[src/bsfo_map.vh]
// Register offsets, field positions, opcodes and reset values of the bit, shift and flag datapath.
// Assumes a 32-bit APB slave with byte addresses; included by bare name.
`ifndef BSFO_MAP_VH
`define BSFO_MAP_VH

`define BSFO_OFF_CTRL     12'h000
`define BSFO_OFF_STATUS   12'h004
`define BSFO_OFF_FLAGS    12'h008
`define BSFO_OFF_STACK    12'h00C
`define BSFO_OFF_SEL      12'h010
`define BSFO_OFF_WREG     12'h014
`define BSFO_OFF_IOREG    12'h018
`define BSFO_OFF_RESULT   12'h01C

`define BSFO_CTRL_OP_LSB  0
`define BSFO_CTRL_OP_MSB  3
`define BSFO_CTRL_RD_LSB  8
`define BSFO_CTRL_RD_MSB  12
`define BSFO_CTRL_RR_LSB  16
`define BSFO_CTRL_RR_MSB  20
`define BSFO_CTRL_BIT_LSB 24
`define BSFO_CTRL_BIT_MSB 26

`define BSFO_OP_POP                   4'h0
`define BSFO_OP_IOSET                 4'h1
`define BSFO_OP_IOCLR                 4'h2
`define BSFO_OP_SHIFT_LEFT_LOGICAL    4'h3
`define BSFO_OP_SHIFT_RIGHT_LOGICAL   4'h4
`define BSFO_OP_ROTATE_LEFT_CARRY     4'h5
`define BSFO_OP_ROTATE_RIGHT_CARRY    4'h6
`define BSFO_OP_SHIFT_RIGHT_ARITH     4'h7
`define BSFO_OP_SWAP                  4'h8
`define BSFO_OP_FSET                  4'h9
`define BSFO_OP_FCLR                  4'hA
`define BSFO_OP_BIT_TO_TRANSFER_FLAG  4'hB
`define BSFO_OP_TRANSFER_FLAG_TO_BIT  4'hC

`define BSFO_FLAG_C       0
`define BSFO_FLAG_Z       1
`define BSFO_FLAG_N       2
`define BSFO_FLAG_V       3
`define BSFO_FLAG_T       6

`define BSFO_FLAGS_RESET  8'h00
`define BSFO_STACK_RESET  8'h00

`endif

[src/bsfo_core.v]
// Bit, shift and flag execution datapath with its working and I/O registers, behind APB.
// Assumes one clock mclk and a synchronous active-high reset srst from the host core.
`timescale 1ns/1ps
`include "bsfo_map.vh"

module bsfo_core #(
  parameter REG_AW = 5,
  parameter IO_AW  = 5
) (
  input  wire        mclk,
  input  wire        srst,
  input  wire        psel,
  input  wire        penable,
  input  wire        pwrite,
  input  wire [11:0] paddr,
  input  wire [31:0] pwdata,
  output wire        pready,
  output wire        pslverr,
  output reg  [31:0] prdata,
  output wire        busy,
  output wire [7:0]  statusFlags
);

  localparam ST_IDLE  = 2'h0;
  localparam ST_READ  = 2'h1;
  localparam ST_EXEC  = 2'h2;
  localparam ST_EXEC2 = 2'h3;

  // Decodes a three-bit index into a one-hot mask.
  function [7:0] bitMask;
    input [2:0] idx;
    begin
      bitMask = 8'h01 << idx;
    end
  endfunction

  // Forces one bit of a byte to a given value.
  function [7:0] putBit;
    input [7:0] val;
    input [2:0] idx;
    input       bitVal;
    begin
      putBit = bitVal ? (val | bitMask(idx)) : (val & ~bitMask(idx));
    end
  endfunction

  reg  [1:0]        state_q;
  reg  [1:0]        state_d;
  reg  [3:0]        op_q;
  reg  [REG_AW-1:0] rdIdx_q;
  reg  [IO_AW-1:0]  rrIdx_q;
  reg  [2:0]        bitIdx_q;
  reg  [7:0]        flags_q;
  reg  [7:0]        flags_d;
  reg  [7:0]        stack_q;
  reg  [REG_AW-1:0] sel_q;
  reg  [7:0]        result_q;
  reg  [7:0]        result_d;
  reg  [7:0]        hold_q;
  reg  [7:0]        hold_d;
  reg               rdWait_q;
  reg               wasIdle_q;

  wire [7:0]        wregRd;
  wire [7:0]        ioRd;
  reg               wregWe;
  reg  [REG_AW-1:0] wregWa;
  reg  [7:0]        wregWd;
  reg               ioWe;
  reg  [IO_AW-1:0]  ioWa;
  reg  [7:0]        ioWd;
  wire [REG_AW-1:0] wregRa;
  wire [IO_AW-1:0]  ioRa;

  wire        apbWr     = psel & penable & pwrite;
  wire        apbRd     = psel & penable & ~pwrite;
  wire        hitCtrl   = (paddr == `BSFO_OFF_CTRL);
  wire        hitStatus = (paddr == `BSFO_OFF_STATUS);
  wire        hitFlags  = (paddr == `BSFO_OFF_FLAGS);
  wire        hitStack  = (paddr == `BSFO_OFF_STACK);
  wire        hitSel    = (paddr == `BSFO_OFF_SEL);
  wire        hitWreg   = (paddr == `BSFO_OFF_WREG);
  wire        hitIoreg  = (paddr == `BSFO_OFF_IOREG);
  wire        hitResult = (paddr == `BSFO_OFF_RESULT);
  wire        mapped    = hitCtrl | hitStatus | hitFlags | hitStack | hitSel |
                          hitWreg | hitIoreg | hitResult;
  wire        memRead   = ~pwrite & (hitWreg | hitIoreg);
  wire        idle      = (state_q == ST_IDLE);

  wire [3:0]  newOp     = pwdata[`BSFO_CTRL_OP_MSB:`BSFO_CTRL_OP_LSB];
  wire        opValid   = (newOp <= `BSFO_OP_TRANSFER_FLAG_TO_BIT);
  wire        launch    = apbWr & hitCtrl & idle & opValid;
  wire        needRead  = (newOp != `BSFO_OP_POP) & (newOp != `BSFO_OP_FSET) &
                          (newOp != `BSFO_OP_FCLR);
  wire        rdOpd     = (op_q == `BSFO_OP_BIT_TO_TRANSFER_FLAG);
  // A window read is captured only after a full idle cycle, so the registered memory
  // output already shows the selected entry and the last write of an operation.
  wire        memFetch  = apbRd & memRead & idle & wasIdle_q & ~rdWait_q;

  // Memory reads take one extra access cycle, and wait while an operation runs.
  assign pready  = ~memRead | (rdWait_q & idle);
  assign pslverr = psel & penable & pready & ~mapped;
  assign busy    = ~idle;
  assign statusFlags = flags_q;

  // Operand fetch address: the source register for bit store, else the destination.
  assign wregRa = idle ? sel_q : (rdOpd ? rrIdx_q[REG_AW-1:0] : rdIdx_q);
  assign ioRa   = idle ? sel_q[IO_AW-1:0] : rrIdx_q;

  bsfo_mem #(
    .AW (REG_AW),
    .DW (8)
  ) uWorkRegs (
    .mclk   (mclk),
    .wrEn   (wregWe),
    .wrAddr (wregWa),
    .wrData (wregWd),
    .rdAddr (wregRa),
    .rdData (wregRd)
  );

  bsfo_mem #(
    .AW (IO_AW),
    .DW (8)
  ) uIoRegs (
    .mclk   (mclk),
    .wrEn   (ioWe),
    .wrAddr (ioWa),
    .wrData (ioWd),
    .rdAddr (ioRa),
    .rdData (ioRd)
  );

  // Sequencing of an operation through fetch and execution.
  always @* begin
    state_d = state_q;
    case (state_q)
      ST_IDLE: begin
        if (launch) begin
          state_d = needRead ? ST_READ : ST_EXEC;
        end
      end
      ST_READ: begin
        state_d = ST_EXEC;
      end
      ST_EXEC: begin
        if ((op_q == `BSFO_OP_POP) || (op_q == `BSFO_OP_IOSET) ||
            (op_q == `BSFO_OP_IOCLR)) begin
          state_d = ST_EXEC2;
        end else begin
          state_d = ST_IDLE;
        end
      end
      ST_EXEC2: begin
        state_d = ST_IDLE;
      end
      default: begin
        state_d = ST_IDLE;
      end
    endcase
  end

  // Result and flag computation in the execution cycle.
  always @* begin
    result_d = result_q;
    flags_d  = flags_q;
    hold_d   = hold_q;
    wregWe   = 1'b0;
    wregWa   = rdIdx_q;
    wregWd   = 8'h00;
    ioWe     = 1'b0;
    ioWa     = rrIdx_q;
    ioWd     = hold_q;
    if (state_q == ST_EXEC) begin
      case (op_q)
        `BSFO_OP_POP: begin
          hold_d = stack_q;
        end
        `BSFO_OP_IOSET: begin
          hold_d = putBit(ioRd, bitIdx_q, 1'b1);
        end
        `BSFO_OP_IOCLR: begin
          hold_d = putBit(ioRd, bitIdx_q, 1'b0);
        end
        `BSFO_OP_SHIFT_LEFT_LOGICAL: begin
          result_d = {wregRd[6:0], 1'b0};
          flags_d[`BSFO_FLAG_C] = wregRd[7];
        end
        `BSFO_OP_SHIFT_RIGHT_LOGICAL: begin
          result_d = {1'b0, wregRd[7:1]};
          flags_d[`BSFO_FLAG_C] = wregRd[0];
        end
        `BSFO_OP_ROTATE_LEFT_CARRY: begin
          result_d = {wregRd[6:0], flags_q[`BSFO_FLAG_C]};
          flags_d[`BSFO_FLAG_C] = wregRd[7];
        end
        `BSFO_OP_ROTATE_RIGHT_CARRY: begin
          result_d = {flags_q[`BSFO_FLAG_C], wregRd[7:1]};
          flags_d[`BSFO_FLAG_C] = wregRd[0];
        end
        `BSFO_OP_SHIFT_RIGHT_ARITH: begin
          result_d = {wregRd[7], wregRd[7:1]};
          flags_d[`BSFO_FLAG_C] = wregRd[0];
        end
        `BSFO_OP_SWAP: begin
          result_d = {wregRd[3:0], wregRd[7:4]};
        end
        `BSFO_OP_FSET: begin
          flags_d = putBit(flags_q, bitIdx_q, 1'b1);
        end
        `BSFO_OP_FCLR: begin
          flags_d = putBit(flags_q, bitIdx_q, 1'b0);
        end
        `BSFO_OP_BIT_TO_TRANSFER_FLAG: begin
          flags_d[`BSFO_FLAG_T] = wregRd[bitIdx_q];
        end
        `BSFO_OP_TRANSFER_FLAG_TO_BIT: begin
          result_d = putBit(wregRd, bitIdx_q, flags_q[`BSFO_FLAG_T]);
        end
        default: begin
          result_d = result_q;
        end
      endcase
      // Shift and rotate results also set zero, negative and overflow.
      if ((op_q >= `BSFO_OP_SHIFT_LEFT_LOGICAL) && (op_q <= `BSFO_OP_SHIFT_RIGHT_ARITH)) begin
        flags_d[`BSFO_FLAG_Z] = (result_d == 8'h00);
        flags_d[`BSFO_FLAG_N] = result_d[7];
        flags_d[`BSFO_FLAG_V] = result_d[7] ^ flags_d[`BSFO_FLAG_C];
      end
      if (((op_q >= `BSFO_OP_SHIFT_LEFT_LOGICAL) && (op_q <= `BSFO_OP_SWAP)) ||
          (op_q == `BSFO_OP_TRANSFER_FLAG_TO_BIT)) begin
        wregWe = 1'b1;
        wregWd = result_d;
      end
    end else if (state_q == ST_EXEC2) begin
      if (op_q == `BSFO_OP_POP) begin
        wregWe   = 1'b1;
        wregWd   = hold_q;
        result_d = hold_q;
      end else begin
        ioWe     = 1'b1;
        ioWd     = hold_q;
        result_d = hold_q;
      end
    end else if (idle && apbWr) begin
      // Software access to the register windows while no operation runs.
      if (hitWreg) begin
        wregWe = 1'b1;
        wregWa = sel_q;
        wregWd = pwdata[7:0];
      end
      if (hitIoreg) begin
        ioWe = 1'b1;
        ioWa = sel_q[IO_AW-1:0];
        ioWd = pwdata[7:0];
      end
      if (hitFlags) begin
        flags_d = pwdata[7:0];
      end
    end
  end

  always @(posedge mclk) begin
    if (srst) begin
      state_q  <= ST_IDLE;
      op_q     <= 4'h0;
      rdIdx_q  <= {REG_AW{1'b0}};
      rrIdx_q  <= {IO_AW{1'b0}};
      bitIdx_q <= 3'h0;
      flags_q  <= `BSFO_FLAGS_RESET;
      stack_q  <= `BSFO_STACK_RESET;
      sel_q    <= {REG_AW{1'b0}};
      result_q <= 8'h00;
      hold_q   <= 8'h00;
      rdWait_q <= 1'b0;
      wasIdle_q <= 1'b1;
    end else begin
      state_q  <= state_d;
      flags_q  <= flags_d;
      result_q <= result_d;
      hold_q   <= hold_d;
      rdWait_q <= memFetch;
      wasIdle_q <= idle;
      if (launch) begin
        op_q     <= newOp;
        rdIdx_q  <= pwdata[`BSFO_CTRL_RD_LSB +: REG_AW];
        rrIdx_q  <= pwdata[`BSFO_CTRL_RR_LSB +: IO_AW];
        bitIdx_q <= pwdata[`BSFO_CTRL_BIT_MSB:`BSFO_CTRL_BIT_LSB];
      end
      if (apbWr && idle && hitStack) begin
        stack_q <= pwdata[7:0];
      end
      if (apbWr && idle && hitSel) begin
        sel_q <= pwdata[REG_AW-1:0];
      end
    end
  end

  // Read data mux; registered so the data output comes from a flip-flop.
  always @(posedge mclk) begin
    if (srst) begin
      prdata <= 32'h00000000;
    end else if (psel && !penable && !pwrite) begin
      prdata <= 32'h00000000;
      if (hitCtrl) begin
        prdata <= {5'h00, bitIdx_q, {(8 - IO_AW){1'b0}}, rrIdx_q,
                   {(8 - REG_AW){1'b0}}, rdIdx_q, 4'h0, op_q};
      end
      if (hitStatus) begin
        prdata <= {16'h0000, flags_q, 7'h00, ~idle};
      end
      if (hitFlags) begin
        prdata <= {24'h000000, flags_q};
      end
      if (hitStack) begin
        prdata <= {24'h000000, stack_q};
      end
      if (hitSel) begin
        prdata <= {{(32 - REG_AW){1'b0}}, sel_q};
      end
      if (hitResult) begin
        prdata <= {24'h000000, result_q};
      end
    end else if (memFetch) begin
      // Window data is taken at the end of the first access cycle that follows a full idle cycle, on the same edge that raises pready.
      prdata <= hitWreg ? {24'h000000, wregRd} : {24'h000000, ioRd};
    end
  end

endmodule // bsfo_core

[src/bsfo_mem.v]
// Small single-write-port memory with a registered read port.
// Assumes one clock; contents are not reset.
`timescale 1ns/1ps

module bsfo_mem #(
  parameter AW = 5,
  parameter DW = 8
) (
  input  wire          mclk,
  input  wire          wrEn,
  input  wire [AW-1:0] wrAddr,
  input  wire [DW-1:0] wrData,
  input  wire [AW-1:0] rdAddr,
  output reg  [DW-1:0] rdData
);

  reg [DW-1:0] store [0:(1<<AW)-1];

  always @(posedge mclk) begin
    if (wrEn) begin
      store[wrAddr] <= wrData;
    end
    rdData <= store[rdAddr];
  end

endmodule // bsfo_mem

[config.mk]
export PLATFORM = sky130hd
export DESIGN_NAME = bsfo_core
export DESIGN_NICKNAME = d
export VERILOG_FILES = /design/src/bsfo_core.v /design/src/bsfo_mem.v
export VERILOG_INCLUDE_DIRS = /design/src
export SDC_FILE = /design/constraint.sdc
export NUM_CORES = 1
export LEC_CHECK = 0
export ABC_AREA = 1
export BUFFER_PORTS_ARGS = -buffer_cell sky130_fd_sc_hd__buf_2
export CAP_MARGIN = 20
export CORE_MARGIN = 3
export CORE_UTILIZATION = 54
export CTS_BUF_LIST = sky130_fd_sc_hd__clkbuf_4
export CTS_CLUSTER_SIZE = 40
export DETAILED_ROUTE_END_ITERATION = 8
export GPL_TIMING_DRIVEN = 0
export PLACE_DENSITY = 0.71
export SETUP_SLACK_MARGIN = 0.4
export SYNTH_ARGS = -nofsm -noshare
export SYNTH_HDL_FRONTEND = slang
export SYNTH_HIERARCHICAL = 1
export SYNTH_SLANG_ARGS = --single-unit
export TNS_END_PERCENT = 5
[constraint.sdc]
create_clock -name mclk -period 9.5 [get_ports mclk]
set_input_delay 1.9 -clock mclk [delete_from_list [all_inputs] [get_ports mclk]]
set_output_delay 1.9 -clock mclk [all_outputs]
set_load 0.005 [all_outputs]
# ---- Yosys cells after proc, flatten, opt, wreduce, memory -nomap -nowiden
# Memory sizes are Yosys's and may differ from the RTL's. A register that Yosys moved wholly into a read port is not among the register bits.
# Index checks and enable logic that the tools add are counted.
dict set report word_totals {
  ff_bits 90
  ramBits 512
  output_inout_bits 43
  elab_cells 187
  mem_count 2
}
dict set report op_classes {
  order_cmp 5
  n_eq_ne 29
  shift 1
  n_mux 67
  bitwise 38
  n_reduce_logical 29
}
# name words width read_ports rd_clocked_by_memory_dff wr line_no
set mem_list {}
lappend mem_list {uIoRegs.store 32 8 1 1 1 bsfo_mem.v:17} ;# reg [DW-1:0] store [0:(1<<AW)-1];
lappend mem_list {uWorkRegs.store 32 8 1 1 1 bsfo_mem.v:17}
# op count
set ops {}
lappend ops {{$mux 32} 7}
lappend ops {{$mux 8} 19}
lappend ops {{$pmux 8 s7} 1}
lappend ops {{$mux 5} 11}
lappend ops {{$eq 12x5->1 const B} 4}
lappend ops {{$mux 27} 1}
lappend ops {{$and 8x8->8} 3}
lappend ops {{$eq 12x4->1 const B} 2}
lappend ops {{$or 8x8->8} 3}
lappend ops {{$pmux 8 s3} 1}
lappend ops {{$eq 4x4->1 const B} 5}
lappend ops {{$mux 1} 17}
lappend ops {{$and 1x1->1} 16}
lappend ops {{$eq 4x3->1 const B} 4}
lappend ops {{$eq 12x3->1 const B} 1}
lappend ops {{$logic_not 12->1} 1}
lappend ops {{$reduce_and 4->1} 3}
lappend ops {{$pmux 5 s2} 1}
lappend ops {{$or 1x1->1} 9}
lappend ops {{$eq 4x2->1 const B} 2}
lappend ops {{$le 4x4->1 const B} 2}
lappend ops {{$logic_not 8->1} 1}
lappend ops {{$ne 4x4->1 const B} 2}
lappend ops {{$not 8->8} 1}
lappend ops {{other kinds (33)} 52}

# ---- Longest topological paths before layout
dict set report logic_depth {
  depth_word 10
  mapped_depth 18
  depth_no_buf 15
}

# ---- Cells and area by module
# Netlist, hierarchy kept.
# mod n_inst cells_each area_each_um2 seq_area_each_um2
set by_module_without_submodules {}
lappend by_module_without_submodules {bsfo_mem 2 922 10786.6 7847.5}
lappend by_module_without_submodules {bsfo_core 1 886 5496.5 1641.6}

# ---- Worst setup path after synthesis
# OpenSTA, ideal clock, no wires.
dict set report synth_timing {
  path_type {input to register}
  start {input paddr[1]}
  end {memory uWorkRegs.store[0][2], data pin}
  setup_ps 615
  arrival_ps 4668
  required_time_ps 8885
  path_slack_ps 4217
  path_stages 5
  n_path_buf 0
  path_cell_list {nor2_1 > nand3_2 > nor2_4 > nand3_2 > o311ai_0}
}
dict set report synth_between {
  elab_chain_cells 5
}
# item line_no
set synth_lines {}
lappend synth_lines {{start: declaration} bsfo_core.v:15} ;# input wire [11:0] paddr,
lappend synth_lines {{$eq 12x5->1 (no source line)} --}
lappend synth_lines {{$mux 8} bsfo_core.v:247} ;# if (hitWreg) begin
lappend synth_lines {{$mux 8} bsfo_core.v:245} ;# end else if (idle && apbWr) begin
lappend synth_lines {{$mux 8} bsfo_core.v:235} ;# end else if (state_q == ST_EXEC2) begin
lappend synth_lines {{$mux 8} bsfo_core.v:174} ;# if (state_q == ST_EXEC) begin
lappend synth_lines {{via wregWd[2]} bsfo_core.v:68} ;# reg [7:0] wregWd;
lappend synth_lines {{end: declaration} bsfo_mem.v:17}
# The timed path passes the listed nets, and every way through them passes these cells.

# ---- Final worst setup path
dict set report layout_timing {
  start {input paddr[5]}
  end {output pslverr}
}
dict set report layout_between {
  elab_chain_cells 10
  word_cells_on_any_way 22
}
# item line_no
set layout_lines {}
lappend layout_lines {{$eq 12x3->1 (no source line) or $logic_not 12->1 (tied branches)} --}
lappend layout_lines {{$or 1x1->1 (5 in series)} bsfo_core.v:85} ;# wire mapped = hitCtrl | hitStatus | hitFlags | hitStack | hitSel |
lappend layout_lines {{$or 1x1->1 (2 in series)} bsfo_core.v:86} ;# hitWreg | hitIoreg | hitResult;
lappend layout_lines {{$not 1->1} bsfo_core.v:102} ;# assign pslverr = psel & penable & pready & ~mapped;
lappend layout_lines {{$and 1x1->1 *} bsfo_core.v:102}
lappend layout_lines {{end: declaration} bsfo_core.v:18} ;# output wire pslverr,
# Mark *: on every way between the ends. The rest lies on a longest branch, timed or not.

==> metrics.csv <==
stage;metric;value;unit
die;boundaryPins;92;
die;die_x;230;um
finish;post-route-cell-area;30700;um2
synthesis;yosys_warnings;6;
detailed_routing;ant_nets;0;
global_routing;grt_pass1_vias;20382;
critical_path;cp-startpoint;paddr[5];
power;switching_share;21.2;%
global_routing;grt_pass1_wl;121000;um
synthesis;ys_types;44;
sta;fmax;194;MHz
critical_path;start_kind;input pin;
die;die_y;230;um
detailed_routing;routed_via_density;5.69;
power;pwr-share-clk;42.0;%
power;seqPwrFrac;56.9;%
synthesis;syn_area;27100;um2
global_routing;antenna_found_initial;2;
synthesis;syn_inst;2730;
power;p_comb_share;1.1;%
sta;period_share;54.4;%
critical_path;cp-end-kind;output pin;
die;start_util;55.0;%
synthesis;synth.top_cells.by_area;edfxtp_1 57%, nand2_1 13%, nand3_1 8.7%;
place;gp_congestion;0.943;
power;p_int;3.96;mW
die;fp-row-count;81;
detailed_routing;drt_iter0_markers;2532;
power;ir_drop;0.115;mV
die;dieArea;52900;um2
clocking;hold_buffers;0;
synthesis;synth_area_per_cell;9.92;um2
finish;layout_common_cells;930 x nand2_1, 512 x edfxtp_1, 472 x nand3_1;
sta;finalSetupViolCount;0;
sta;slew_headroom;30.3;%
run_status;status;finished, final reports clean;
finish;fin_util;62.3;%
hold_path;min_path_type;register to register;
finish;areaGrowthSynthToFinish;13.4;%
sta;finalHoldViolCount;0;
place;dp_hpwl;58600;um
finish;final_common_cell;nand2_1;
detailed_routing;wl_per_cell;21.5;um
power;p_leak;12.2;nW
critical_path;crit_required;7600;ps
clocking;root_buffer;clkbuf_4;
sta;rsz0062_at_grt;no;
global_routing;grtUsageTotal;30.6;%
clocking;post_cts_buffers;0;
clocking;htreeDepth;4;
synthesis;synth_top_area_share;56.8;%
sta;period_needed;5160;ps
clocking;clk_latency;980;ps
critical_path;path_class;input pin to output pin;
synthesis;ys_seq_area_share;64.0;%
critical_path;worst-path-max-fanout;9;
critical_path;cp.arrival;3260;ps
sta;worstMarginPinSlew;1040;ps
hold_path;min_from;prdata[24];
detailed_routing;dr.pass1.iters;6;
place;io_buffers;70;
finish;layout-drive-gt1-share;16.2;%
synthesis;synthArstFlopShare;0;%
detailed_routing;route.detailed.drc;0;
synthesis;ys_seq_elements;610;
clocking;cts_resized;0;
sta;drv_slew;0;
clocking;cts_tree;built;
sta;fin_skew;74.9;ps
sta;fin_setup_tns;0;ps
detailed_routing;routed_wl;80700;um
finish;fill_cells;4106;
clocking;clk_pin_slew;60;ps
synthesis;synth_edf_count;512;
place;placed_area;28800;um2
die;core_area;49300;um2
finish;final_nets;3038;
synthesis;synth_top_cell_by_area;edfxtp_1;
global_routing;grt_overflow_total;0;
clocking;clock_path_buffers;3;
critical_path;r2r_start;state_q[0];
power;power.switching;1.06;mW
power;p_per_area;164;nW/um2
detailed_routing;vias;21394;
global_routing;grt_max_degree;33;
clocking;numCtsBuffers;157;
synthesis;ys.flop_type;edfxtp_1;
clocking;cts.sinks;610;
run;maxCapViolCount;0;
-- flip-flops by register name (all words and copies together) (netlist names), named ones only --
name	count
hold_q	8
rdWait_q	1
rrIdx_q	5
sel_q	5
op_q	4
stack_q	8
uWorkRegs/store	256
rdIdx_q	5
result_q	8
statusFlags	2
uIoRegs/rdData	8
uWorkRegs/rdData	8
wasIdle_q	1
state_q	2
prdata	24
uIoRegs/store	256
bitIdx_q	3
-- worst paths after layout --
check | end | slack [ps] | depth (start not counted)
setup / recovery | pslverr | 4340 | 8
setup reg to reg | uWorkRegs/store[2][1] | 5080 | 8
hold reg to reg | prdata[24] | 460 | 2
hold / removal | prdata[24] | 460 | 2
-- worst max-delay path: stages --
cell and delay, ps:
buf_2 90, nor2_1 40, nand2_1 170, nor2_8 80, nand3_1 290, inv_1 140
a2111oi_0 370, buf_2 190
-- kinds of logic after synthesis --
kind of cell / count (synthesis) / synth area share [%]
flops: 610 / 64.0
compound gates: 258 / 5.48
other cells: 1 / 0.0139
simple gates: 1569 / 24.6
buf+inv: 292 / 5.89
-- cells in the mapped netlist, drive strengths merged (3+ instances only) --
library cell	instances
nand2	938
edfxtp	512
nand3	476
inv	147
nor2	142
o21ai	114
buf	110
dfxtp	98
a21oi	77
clkbuf	34
o211ai	21
o22ai	17
a31oi	7
nor3	7
o221ai	6
o31ai	6
a211oi	5
nand4	3
-- per-layer routing --
metal  part of all wire [%]  vias up  track usage, %
met5                      0        -               0
met4                    3.4        0            13.3
met3                     10      167            6.27
met2                     45     1198            47.3
met1                     41    10060            42.3
li1                       -     9969               -
-- area by class of cell --
| class | instances | area [um2] | share of cell area, % |
|---|---|---|---|
| flip-flops and latches | 610 | 17300 | 56.5 |
| plain buffers | 144 | 1040 | 3.38 |
| clock buffers | 219 | 1640 | 5.35 |
| clock inverters | 47 | 218 | 0.709 |
| well taps | 664 | 831 | 2.71 |
| repair buffers | 93 | 743 | 2.42 |
| inverters | 148 | 556 | 1.81 |
| multi-input cells | 1835 | 8340 | 27.1 |
| diodes | 2 | 5.00 | 0.0163 |
-- per-stage QoR --
step	power, mW	instances	hold slack, ps	setup slack (ps)
3_5_place_dp	2.97	3494	453	3940
3_3_place_gp	2.97	3471	445	118
6_report	5.03	3762	457	4340
2_1_floorplan	2.94	2737	439	4220
5_1_grt	5.22	3762	481	4210
4_1_cts	5.07	3760	461	4370
-- power groups by stage --
stage	clock network, mW	registers (mW)	logic, mW
floorplan	0	2.92	0.0266
global placement	0	2.92	0.0514
detailed placement	0	2.92	0.0530
CTS	2.16	2.86	0.0532
global route	2.30	2.86	0.0582
finish	2.11	2.86	0.0547
Power figures use the tool's default switching activity.
